**config.mk**
```make
export PLATFORM = sky130hd
export DESIGN_NAME = t16_core
export DESIGN_NICKNAME = d
export VERILOG_FILES = /design/src/core/t16_pkg.sv /design/src/core/t16_core.sv
export SDC_FILE = /design/constraint.sdc
export NUM_CORES = 1
export LEC_CHECK = 0
export BUFFER_PORTS_ARGS = -buffer_cell sky130_fd_sc_hd__buf_2
export CELL_PAD_IN_SITES_DETAIL_PLACEMENT = 1
export CELL_PAD_IN_SITES_GLOBAL_PLACEMENT = 2
export CORE_MARGIN = 2
export CORE_UTILIZATION = 38
export CTS_CLUSTER_DIAMETER = 120
export DETAILED_ROUTE_END_ITERATION = 12
export GPL_TIMING_DRIVEN = 0
export HOLD_SLACK_MARGIN = 0.06
export PLACE_DENSITY = 0.8
export SYNTH_ARGS = -nofsm -noshare
export SYNTH_HDL_FRONTEND = slang
export SYNTH_SLANG_ARGS = --single-unit
```
**constraint.sdc**
```tcl
create_clock -name i_clk -period 3.8 [get_ports i_clk]
set_input_delay 0.76 -clock i_clk [delete_from_list [all_inputs] [get_ports i_clk]]
set_output_delay 0.76 -clock i_clk [all_outputs]
set_load 0.005 [all_outputs]
```
**src/core/t16_pkg.sv**
```systemverilog
package t16_pkg;
	// ------------------------------------------------------------
	// Register map, byte-wide data bus
	// ------------------------------------------------------------
	localparam int ADDR_W = 4;
	localparam int DATA_W = 8;
	localparam logic [3:0] OFS_CTRL_A = 4'h0;
	localparam logic [3:0] OFS_CTRL_B = 4'h1;
	localparam logic [3:0] OFS_CTRL_C = 4'h2;
	localparam logic [3:0] OFS_CNT_LO = 4'h4;
	localparam logic [3:0] OFS_CNT_HI = 4'h5;
	localparam logic [3:0] OFS_MA_LO = 4'h6;
	localparam logic [3:0] OFS_MA_HI = 4'h7;
	localparam logic [3:0] OFS_MB_LO = 4'h8;
	localparam logic [3:0] OFS_MB_HI = 4'h9;
	localparam logic [3:0] OFS_SNAP_LO = 4'hA;
	localparam logic [3:0] OFS_SNAP_HI = 4'hB;
	localparam logic [3:0] OFS_FLAG = 4'hC;
	localparam logic [3:0] OFS_MASK = 4'hD;
	// ------------------------------------------------------------
	// Reset values and count limits
	// ------------------------------------------------------------
	localparam logic [7:0] RST_BYTE = 8'h00;
	localparam logic [15:0] RST_WORD = 16'h0000;
	localparam logic [15:0] COUNT_FLOOR = 16'h0000;
	localparam logic [15:0] COUNT_MAX = 16'hFFFF;
	// ------------------------------------------------------------
	// Field positions
	// ------------------------------------------------------------
	localparam int TOPSEL_LSB = 0;
	localparam int CS_LSB = 0;
	localparam int CAP_SRC_BIT = 3;
	localparam int CAP_EDGE_BIT = 4;
	localparam int NC_EN_BIT = 5;
	localparam int FLG_OVF = 0;
	localparam int FLG_MA = 1;
	localparam int FLG_MB = 2;
	localparam int FLG_CAP = 3;
	localparam int FLG_W = 4;
	// Prescaler tap widths: divide by 8, 64, 256, 1024
	localparam int TAP_DIV8 = 3;
	localparam int TAP_DIV64 = 6;
	localparam int TAP_DIV256 = 8;
	localparam int TAP_DIV1024 = 10;
	// ------------------------------------------------------------
	// Enumerations and carriers
	// ------------------------------------------------------------
	typedef enum logic [2:0] {
		CS_OFF = 3'h0, CS_SYS = 3'h1, CS_DIV8 = 3'h2, CS_DIV64 = 3'h3,
		CS_DIV256 = 3'h4, CS_DIV1024 = 3'h5, CS_EXT_FALL = 3'h6, CS_EXT_RISE = 3'h7
	} t16_clksel_t;
	typedef enum logic [1:0] {
		TOP_MAX = 2'h0, TOP_MATCH_A = 2'h1, TOP_SNAP = 2'h2, TOP_PWM_A = 2'h3
	} t16_topsel_t;
	typedef struct packed {
		logic [ADDR_W-1:0] addr;
		logic [DATA_W-1:0] wdata;
		logic wr;
		logic rd;
	} t16_bus_t;
endpackage : t16_pkg

```
**src/core/t16_core.sv**
```systemverilog
// The implementer's own choices: the strobed register port and the address map.
`timescale 1ns/1ps
// Behaviour
// - Count of 0x0000 is the count floor.
// - Count of 0xFFFF (65535) is the absolute maximum.
// - Upper limit is the highest count; fixed maximum, match value A or snapshot.
// - Upper limit source by mode: match A, snapshot, or fixed constant.
// - No clock source selected means no ticks, counter holds.
// - Tick comes from system clock, prescaler or external pin with chosen edge.
// - Both double-buffered match values compared with count continuously.
// - Match with A or B sets its match flag.
// - All flags in one register, each request gated by its mask bit.
// - Capture event from pin or comparator, optional filter, copies count.
// - Match A as limit in pulse-width mode drives no output A.
// - Match A as pulse-width limit is double buffered.
// - Three 8-bit control registers, plain read and write.
// - One shared 8-bit high-byte holding register for all 16-bit values.
// - Low-byte write loads holding byte and written byte together.
// - Low-byte read of count or snapshot copies high byte into holding register.
// - High byte of match values reads directly, holding untouched.
// - Counter high-byte location always reaches the holding register.
// - Software write to counter beats clear or count same cycle.
module t16_core #(
	parameter int PRE_W = 10,
	parameter int NC_LEN = 4
) (
	input wire logic i_clk,
	input wire logic i_srst,
	input wire logic i_ce,
	input wire t16_pkg::t16_bus_t i_bus,
	input wire logic i_ext_tick_pin,
	input wire logic i_snap_trig_pin,
	input wire logic i_cmp_out,
	output logic [t16_pkg::DATA_W-1:0] o_rdata,
	output logic o_wave_out_a,
	output logic o_wave_out_b,
	output logic [t16_pkg::FLG_W-1:0] o_irq_req
);
	import t16_pkg::*;

	// ------------------------------------------------------------
	// Parameter checks
	// ------------------------------------------------------------
	if (PRE_W < TAP_DIV1024) begin : g_bad_pre
		$error("PRE_W too small for the largest prescaler tap");
	end
	if (NC_LEN < 2) begin : g_bad_nc
		$error("NC_LEN must be at least 2");
	end

	// Low-bits-all-ones test, shared by every prescaler tap
	function automatic logic tap_hit(input logic [PRE_W-1:0] v, input int n);
		logic r;
		r = 1'b1;
		for (int i = 0; i < n; i++) begin
			r = r & v[i];
		end
		return r;
	endfunction : tap_hit

	// ------------------------------------------------------------
	// State
	// ------------------------------------------------------------
	logic [7:0] ctrl_a_r, ctrl_b_r, ctrl_c_r, mask_r, hold_r, hold_nxt;
	logic [15:0] cnt_r, cnt_nxt, ma_buf_r, ma_act_r, mb_buf_r, mb_act_r;
	logic [15:0] snap_r, snap_nxt;
	logic [FLG_W-1:0] flag_r, flag_nxt;
	logic [PRE_W-1:0] pre_r;
	logic ext_prev_r;
	logic [NC_LEN-1:0] nc_hist_r;
	logic cap_lvl_r, cap_prev_r;
	logic [7:0] rd_mux;

	// ------------------------------------------------------------
	// Address decode
	// ------------------------------------------------------------
	wire wr_cnt_lo = i_bus.wr && i_bus.addr == OFS_CNT_LO;
	wire wr_ma_lo = i_bus.wr && i_bus.addr == OFS_MA_LO;
	wire wr_mb_lo = i_bus.wr && i_bus.addr == OFS_MB_LO;
	wire wr_snap_lo = i_bus.wr && i_bus.addr == OFS_SNAP_LO;
	wire wr_flag = i_bus.wr && i_bus.addr == OFS_FLAG;
	// Every high-byte location lands in the one holding register
	wire wr_any_hi = i_bus.wr && (i_bus.addr == OFS_CNT_HI || i_bus.addr == OFS_MA_HI ||
		i_bus.addr == OFS_MB_HI || i_bus.addr == OFS_SNAP_HI);
	wire rd_cnt_lo = i_bus.rd && i_bus.addr == OFS_CNT_LO;
	wire rd_snap_lo = i_bus.rd && i_bus.addr == OFS_SNAP_LO;
	wire [15:0] wr_word = {hold_r, i_bus.wdata};

	// ------------------------------------------------------------
	// Tick source selection
	// ------------------------------------------------------------
	t16_clksel_t cs;
	t16_topsel_t topsel;
	assign cs = t16_clksel_t'(ctrl_b_r[CS_LSB +: 3]);
	assign topsel = t16_topsel_t'(ctrl_a_r[TOPSEL_LSB +: 2]);
	wire ext_rise = i_ext_tick_pin && !ext_prev_r;
	wire ext_fall = !i_ext_tick_pin && ext_prev_r;
	logic tick;
	// Off selects no source at all, so the counter cannot move
	always_comb begin
		unique case (cs)
			CS_OFF: tick = 1'b0;
			CS_SYS: tick = 1'b1;
			CS_DIV8: tick = tap_hit(pre_r, TAP_DIV8);
			CS_DIV64: tick = tap_hit(pre_r, TAP_DIV64);
			CS_DIV256: tick = tap_hit(pre_r, TAP_DIV256);
			CS_DIV1024: tick = tap_hit(pre_r, TAP_DIV1024);
			CS_EXT_FALL: tick = ext_fall;
			CS_EXT_RISE: tick = ext_rise;
		endcase
	end

	// ------------------------------------------------------------
	// Limits and compare
	// ------------------------------------------------------------
	logic [15:0] top_val;
	always_comb begin
		unique case (topsel)
			TOP_MAX: top_val = COUNT_MAX;
			TOP_MATCH_A: top_val = ma_act_r;
			TOP_SNAP: top_val = snap_r;
			TOP_PWM_A: top_val = ma_act_r;
		endcase
	end
	wire at_top = cnt_r == top_val;
	wire at_floor = cnt_r == COUNT_FLOOR;
	wire top_tick = tick && at_top;
	// Compares run every cycle; flags only take them on a tick
	wire hit_a = cnt_r == ma_act_r;
	wire hit_b = cnt_r == mb_act_r;
	wire pwm_buf = topsel == TOP_PWM_A;

	// Counter: a bus write overrides the wrap or the increment
	always_comb begin
		cnt_nxt = cnt_r;
		if (wr_cnt_lo) begin
			cnt_nxt = wr_word;
		end else if (top_tick) begin
			cnt_nxt = COUNT_FLOOR;
		end else if (tick) begin
			cnt_nxt = cnt_r + 16'h0001;
		end
	end

	// ------------------------------------------------------------
	// Capture path: source mux, optional filter, edge detect
	// ------------------------------------------------------------
	wire cap_src = ctrl_b_r[CAP_SRC_BIT] ? i_cmp_out : i_snap_trig_pin;
	wire nc_all_hi = &nc_hist_r;
	wire nc_all_lo = ~|nc_hist_r;
	wire cap_lvl_nxt = !ctrl_b_r[NC_EN_BIT] ? cap_src :
		(nc_all_hi ? 1'b1 : (nc_all_lo ? 1'b0 : cap_lvl_r));
	wire cap_edge = ctrl_b_r[CAP_EDGE_BIT] ? (cap_lvl_r && !cap_prev_r) :
		(!cap_lvl_r && cap_prev_r);
	// Snapshot is the limit in that mode, so capture is shut off there
	wire cap_evt = cap_edge && topsel != TOP_SNAP;

	always_comb begin
		snap_nxt = snap_r;
		if (wr_snap_lo && topsel == TOP_SNAP) begin
			snap_nxt = wr_word;
		end else if (cap_evt) begin
			snap_nxt = cnt_r;
		end
	end

	// Sticky flags: a set in the same cycle as a clear wins
	wire [FLG_W-1:0] flag_set = {cap_evt, tick && hit_b, tick && hit_a, top_tick};
	wire [FLG_W-1:0] flag_clr = wr_flag ? i_bus.wdata[FLG_W-1:0] : '0;
	assign flag_nxt = (flag_r & ~flag_clr) | flag_set;

	// Holding register: high writes load it, low reads of count and snapshot refresh it
	always_comb begin
		hold_nxt = hold_r;
		if (wr_any_hi) begin
			hold_nxt = i_bus.wdata;
		end else if (rd_cnt_lo) begin
			hold_nxt = cnt_r[15:8];
		end else if (rd_snap_lo) begin
			hold_nxt = snap_r[15:8];
		end
	end

	// ------------------------------------------------------------
	// Read mux
	// ------------------------------------------------------------
	always_comb begin
		unique case (i_bus.addr)
			OFS_CTRL_A: rd_mux = ctrl_a_r;
			OFS_CTRL_B: rd_mux = ctrl_b_r;
			OFS_CTRL_C: rd_mux = ctrl_c_r;
			OFS_CNT_LO: rd_mux = cnt_r[7:0];
			OFS_CNT_HI: rd_mux = hold_r;
			OFS_MA_LO: rd_mux = ma_buf_r[7:0];
			OFS_MA_HI: rd_mux = ma_buf_r[15:8];
			OFS_MB_LO: rd_mux = mb_buf_r[7:0];
			OFS_MB_HI: rd_mux = mb_buf_r[15:8];
			OFS_SNAP_LO: rd_mux = snap_r[7:0];
			OFS_SNAP_HI: rd_mux = hold_r;
			OFS_FLAG: rd_mux = {{(8 - FLG_W){1'b0}}, flag_r};
			OFS_MASK: rd_mux = mask_r;
			default: rd_mux = RST_BYTE;
		endcase
	end

	// ------------------------------------------------------------
	// Control registers and bus-side state
	// ------------------------------------------------------------
	// Plain byte registers, no ordering restriction
	always_ff @(posedge i_clk) begin
		if (i_srst) begin
			ctrl_a_r <= RST_BYTE;
			ctrl_b_r <= RST_BYTE;
			ctrl_c_r <= RST_BYTE;
			mask_r <= RST_BYTE;
		end else if (i_ce && i_bus.wr) begin
			if (i_bus.addr == OFS_CTRL_A) ctrl_a_r <= i_bus.wdata;
			if (i_bus.addr == OFS_CTRL_B) ctrl_b_r <= i_bus.wdata;
			if (i_bus.addr == OFS_CTRL_C) ctrl_c_r <= i_bus.wdata;
			if (i_bus.addr == OFS_MASK) mask_r <= i_bus.wdata;
		end
	end

	// Match buffers; active copies follow one cycle later except in buffered mode
	always_ff @(posedge i_clk) begin
		if (i_srst) begin
			ma_buf_r <= RST_WORD;
			mb_buf_r <= RST_WORD;
			ma_act_r <= RST_WORD;
			mb_act_r <= RST_WORD;
		end else if (i_ce) begin
			if (wr_ma_lo) ma_buf_r <= wr_word;
			if (wr_mb_lo) mb_buf_r <= wr_word;
			if (!pwm_buf || top_tick) begin
				ma_act_r <= ma_buf_r;
				mb_act_r <= mb_buf_r;
			end
		end
	end

	// Counter, snapshot, flags and holding byte
	always_ff @(posedge i_clk) begin
		if (i_srst) begin
			cnt_r <= RST_WORD;
			snap_r <= RST_WORD;
			flag_r <= '0;
			hold_r <= RST_BYTE;
		end else if (i_ce) begin
			cnt_r <= cnt_nxt;
			snap_r <= snap_nxt;
			flag_r <= flag_nxt;
			hold_r <= hold_nxt;
		end
	end

	// Prescaler and input history; prescaler free-runs to keep taps cheap
	always_ff @(posedge i_clk) begin
		if (i_srst) begin
			pre_r <= '0;
			ext_prev_r <= 1'b0;
			nc_hist_r <= '0;
			cap_lvl_r <= 1'b0;
			cap_prev_r <= 1'b0;
		end else if (i_ce) begin
			pre_r <= pre_r + PRE_W'(1);
			ext_prev_r <= i_ext_tick_pin;
			nc_hist_r <= {nc_hist_r[NC_LEN-2:0], cap_src};
			cap_lvl_r <= cap_lvl_nxt;
			cap_prev_r <= cap_lvl_r;
		end
	end

	// ------------------------------------------------------------
	// Registered outputs
	// ------------------------------------------------------------
	// Read data stand only in the cycle after the strobe
	always_ff @(posedge i_clk) begin
		if (i_srst) begin
			o_rdata <= RST_BYTE;
			o_wave_out_a <= 1'b0;
			o_wave_out_b <= 1'b0;
			o_irq_req <= '0;
		end else if (i_ce) begin
			o_rdata <= i_bus.rd ? rd_mux : RST_BYTE;
			o_wave_out_a <= !pwm_buf && (cnt_r < ma_act_r);
			o_wave_out_b <= cnt_r < mb_act_r;
			o_irq_req <= flag_r & mask_r[FLG_W-1:0];
		end
	end
endmodule : t16_core

```
; After elaboration in Yosys (flattened, before gate mapping)
; Index checks and enable logic that the tools add are counted.
[op_classes]
eq_ne = 27
addsub = 2
order_cmp = 2
div = 0
muxes = 18
shifts = 0
n_reduce_logical = 49
n_bitwise = 13
multipliers = 0
[op_table]
columns = operator, n
row1 = $pmux 8 s12, 1
row2 = $mux 16, 5
row3 = $eq 16x16->1, 3
row4 = $pmux 16 s3, 1
row5 = $lt 16x16->1, 2
row6 = $mux 8, 4
row7 = $eq 4x4->1 const B, 6
row8 = $reduce_and 2->1, 11
row9 = $logic_and 1x1->1, 19
row10 = $add 16x1->16 const B, 1
row11 = $eq 4x3->1 const B, 4
row12 = $eq 3x3->1 const B, 4
row13 = $add 10x1->10 const B, 1
row14 = $and 1x1->1, 9
row15 = $and 4x4->4, 2
row16 = $pmux 1 s8, 1
row17 = $eq 3x2->1 const B, 2
row18 = $reduce_bool 3->1, 2
row19 = $logic_not 1->1, 5
row20 = $mux 1, 5
row21 = $eq 2x2->1 const B, 2
row22 = $eq 4x1->1 const B, 1
row23 = $eq 4x2->1 const B, 1
row24 = $logic_not 4->1, 1
row25 = 14 further kinds, 18
[word_totals]
mem_bits_ro = 0
ramBits = 0
latchBits = 0
inputBits = 20
output_inout_bits = 14
wordCells = 132
ff_bits = 171
mem_count = 0

; Depth between registers and ports, before layout
[depth]
word_depth = 13
ltp_mapped = 10
ltp_nobuf = 9

; Worst setup path before layout
; No wires, ideal clock.
[synth_path]
path_type = in2reg
startpoint = in i_bus[10] (netlist bit)
endpoint = reg hold_r[0]
path_stages = 8
setup_time_ns = 0.128
t_arrival_ns = 2.636
required_ns = 3.672
slack_ns = 1.036
path_cell_list = clkbuf_1 -> buf_1 -> nand2_1 -> a21oi_1 -> nor2_1 -> nor2_1 -> mux2i_1 -> nor2_1
[synth_between]
elab_chain_cells = 7
[synth_lines]
columns = item, line_no
row1 = start: declaration, t16_core.sv:30  ; input wire t16_pkg::t16_bus_t i_bus,
row2 = $eq 4x3->1, t16_core.sv:83  ; wire wr_any_hi = i_bus.wr && (i_bus.addr == OFS_CNT_HI || i_bus.addr == OFS_MA_HI ||
row3 = $logic_or 1x1->1 (2 in series), t16_core.sv:83
row4 = $logic_or 1x1->1, t16_core.sv:84  ; i_bus.addr == OFS_MB_HI || i_bus.addr == OFS_SNAP_HI);
row5 = $logic_and 1x1->1, t16_core.sv:83
row6 = $reduce_bool 3->1 (no line), -
row7 = $reduce_and 2->1 (no line), -
row8 = end signal: assignment, t16_core.sv:252  ; hold_r <= hold_nxt;
row9 = end: declaration, t16_core.sv:64  ; logic [7:0] ctrl_a_r, ctrl_b_r, ctrl_c_r, mask_r, hold_r, hold_nxt;
; Several ways; a longest one is shown, not always the timed one.
; A chain may end at the register's enable or synchronous reset.

; Worst setup path in the final report
[layout_path]
startpoint = reg ctrl_a_r[1]
endpoint = reg cnt_r[7]
[layout_between]
elab_chain_cells = 7
[layout_lines]
columns = item, line_no
row1 = start: declaration, t16_core.sv:64
row2 = start signal: assignment, t16_core.sv:217  ; if (i_bus.addr == OFS_CTRL_A) ctrl_a_r <= i_bus.wdata;
row3 = $eq 2x2->1 or $eq 2x1->1 (tied branches), t16_core.sv:118  ; unique case (topsel)
row4 = $reduce_or 2->1 (no line), -
row5 = $pmux 16 s3 *, t16_core.sv:118
row6 = $eq 16x16->1 *, t16_core.sv:125  ; wire at_top = cnt_r == top_val;
row7 = $logic_and 1x1->1 *, t16_core.sv:127  ; wire top_tick = tick && at_top;
row8 = $reduce_bool 3->1 (no line) or $mux 16 (tied branches), -
row9 = $reduce_and 2->1 (no line) or $mux 16 (tied branches), -
row10 = end signal: assignment, t16_core.sv:249  ; cnt_r <= cnt_nxt;
row11 = end: declaration, t16_core.sv:65  ; logic [15:0] cnt_r, cnt_nxt, ma_buf_r, ma_act_r, mb_buf_r, mb_act_r;
; Mark *: on every way between the ends. The rest lies on a longest branch, timed or not.

==> results.ini <==
[grt]
antenna_found_initial = 0
grt_max_degree = 17
met2_usage_pct = 47.7
grt_pass1_wl_mm = 58.9
grt-ovfl-total = 0
grt_use_met1_pct = 42.2
first_global_vias = 8886
grt_use_total_pct = 30.3
busiest_layer = met2
grtUsageMet3_pct = 4.90

[floorplan]
core_area_sq_um = 25000
die-area_sq_um = 26600
row_count = 58
start_util_pct = 38.5
dieHeight_um = 163
io-pin-count = 34
fp.dieW_um = 163

[cts]
post_cts_buffers = 0
clock-root-buffer = clkbuf_16
post_cts_resized = 0
htreeDepth = 4
clk_latency_ns = 0.44
cts_buffer_depth = 2
cts_tree = done
cts.sinks = 171
cts_hold_buf = 0
numCtsBuffers = 17
path_clk_slew_ns = 0.07

[setup_path]
path_depth = 9
cp_slowest_stage_delay_ns = 0.80
path_class = register to register
cp.arrival_ns = 3.89
r2r-end = cnt_r[7]
crit_required_ns = 4.08
crit_start = ctrl_a_r[1]
worstPathMaxFanout = 10
r2r_cells = 9
r2r_slack_ns = 0.19
startpoint_type = register
path_delay_family = compound AO/OA/AOI/OAI gates
crit_buf_inv = 2
cp_common_cell = clkbuf_1
worstSetupEndpointType = register
worstReg2RegStart = ctrl_a_r[1]
critPathSlowestCell = a2111oi_1
path_cells = clkbuf_1 > clkbuf_1 > nor2b_1 > xnor2_1 > mux2_2 > o211ai_1 > a2111oi_1 > or4b_2 > a31oi_1

[timing]
slew_headroom_pct = 22.6
maxSlewViolCount = 0
finalHoldViolCount = 0
finalSetupTns_ns = 0
rsz0062_at_grt = false
clock-skew-final_ns = 0.0102
holdWs_ns = 0.457
fmax_ghz = 0.277
fin_crit_sh_pct = 94.9
setup_viol_count_final = 0
fin_ws_ns = 0.195
worst_pin_slew_ns = 1.15
fin_crit_ns = 3.61

[outcome]
status = complete, no violations

[route]
drtPass1Iterations = 5
viasPerCell = 5.84
drc = 0
num_vias = 9178
wl_mm = 39.7
wire_per_inst_um = 25.3
ant_nets = 0
drtIter0Drc = 809

[worst_hold_path]
hold_start = ctrl_a_r[2]
hold_path.class = register to register
min_to = ctrl_a_r[2]
hold_path_depth = 2

[layout]
antennaDiodeCount = 0
layout-drive-gt1-share_pct = 6.44
instances_no_fill = 1572
num-nets-final = 1284
fin_util_pct = 43.1
area_delta_synth_final_pct = 11.9
finalInstanceArea_sq_um = 10800

[synth]
netlist_area_sq_um = 9640
muxShareOfSynthArea_pct = 12.2
yosysTopAreaCell = dfxtp_1
synth_edf_count = 0
synth_warnings = 0
synth-compound-area-share_pct = 16.9
synth_xor_area_share_pct = 1.18
yosysSeqAreaShare_pct = 35.5
syn_avg_cell_area_sq_um = 8.13
yosysMostFrequentCell = dfxtp_1
syn_inst = 1185
synthTopCellsByCount = dfxtp_1 (171), nand2_1 (149), mux2i_1 (103)
synth_top_flop_cell = dfxtp_1
syn-num-nets = 1240
yosysTopAreaCellShare_pct = 35.5
synth.distinct_cells = 71
synthAdderAreaFrac_pct = 4.54
synth_area_leaders = dfxtp_1 (36%), mux2i_1 (11%), nand2_1 (5.8%)
synth_top_family_by_area = simple AND/OR/NAND/NOR gates
async_flop_share_pct = 0
yosys.area_share.simple_pct = 24.1
ys_ff_latch = 171

[place]
placed_area_sq_um = 10200
portBuffers = 25
place_congestion = 0.973
place_inst = 1540
place_ws_ns = 0.0546
dp_hpwl_mm = 29.8

[power_and_ir_drop]
totalPowerFinal_mw = 4.17
powerDensity_nw_per_um2 = 387
leakage_nw = 3.72
peakVddDrop_mv = 0.187

[run]
max_cap_viol_count = 0

==> worst min-delay path: cells and delay by family (launching register included) <==
kind	cells	cell delay, ns
DFF	1	0.31
AOI/OAI and AO/OA	1	0.05
and+or+nand+nor	1	0.05
==> cell type report <==
class	instances	area, sq um
multi-input combinational	878	5680
clock buffer	20	457
sequential	171	3420
tap	330	413
timing repair buffer	25	125
clock inverter	12	150
inverter	46	173
fill	3077	14300
buffer	90	360
==> routing by layer <==
layer	wire length [um]	vias up
met4	1200	0
met1	18400	4562
li1	-	4290
met2	17900	277
met3	2180	49
met5	0	-
==> power by group <==
part           total [mW]  switching (mW)  internal (mW)
Combinational       0.428           0.289          0.138
Sequential           1.86          0.0414           1.82
Clock                1.88           0.856           1.03
==> state kept, by name, indices dropped and copies added (netlist names), 8 cells and up <==
register	cells
cnt_r	16
ctrl_a_r	8
ctrl_b_r	8
ctrl_c_r	8
hold_r	8
ma_act_r	16
ma_buf_r	16
mask_r	8
mb_act_r	16
mb_buf_r	16
o_rdata	8
pre_r	10
snap_r	16
==> kinds of logic (layout without fill, tap and decap cells) <==
logic type      count (synthesis)  count (layout)
simple gates                  471             471
mux                           114             114
fa+ha+maj                      35              35
xor+xnor                       13              13
buf+inv                       136             193
flops                         171             171
compound gates                245             245
==> cells in the final DEF, fill, tap and decap left out, types with 12 or more instances in the layout <==
| master | instances |
|---|---|
| dfxtp_1 | 171 |
| nand2_1 | 149 |
| mux2i_1 | 103 |
| nor2_1 | 95 |
| a21oi_1 | 89 |
| clkbuf_1 | 77 |
| nand2b_1 | 72 |
| inv_1 | 45 |
| ha_1 | 35 |
| nand3_1 | 34 |
| o21ai_0 | 28 |
| buf_2 | 25 |
| nor2b_1 | 23 |
| and3_1 | 21 |
| a211oi_1 | 19 |
| a31oi_1 | 18 |
| nand4_1 | 18 |
| clkbuf_16 | 17 |
| nor4_1 | 14 |
| nor3_1 | 12 |
==> worst max path at each step <==
stage,endpoint,slack [ns]
finish,cnt_r[7],0.19
global route,ma_act_r[3],0.08
CTS,cnt_r[7],0.16
detailed placement,hold_r[0],0.05
global placement,hold_r[7],0.0005
floorplan,hold_r[0],1.04
(Power assumes the default switching activity.)
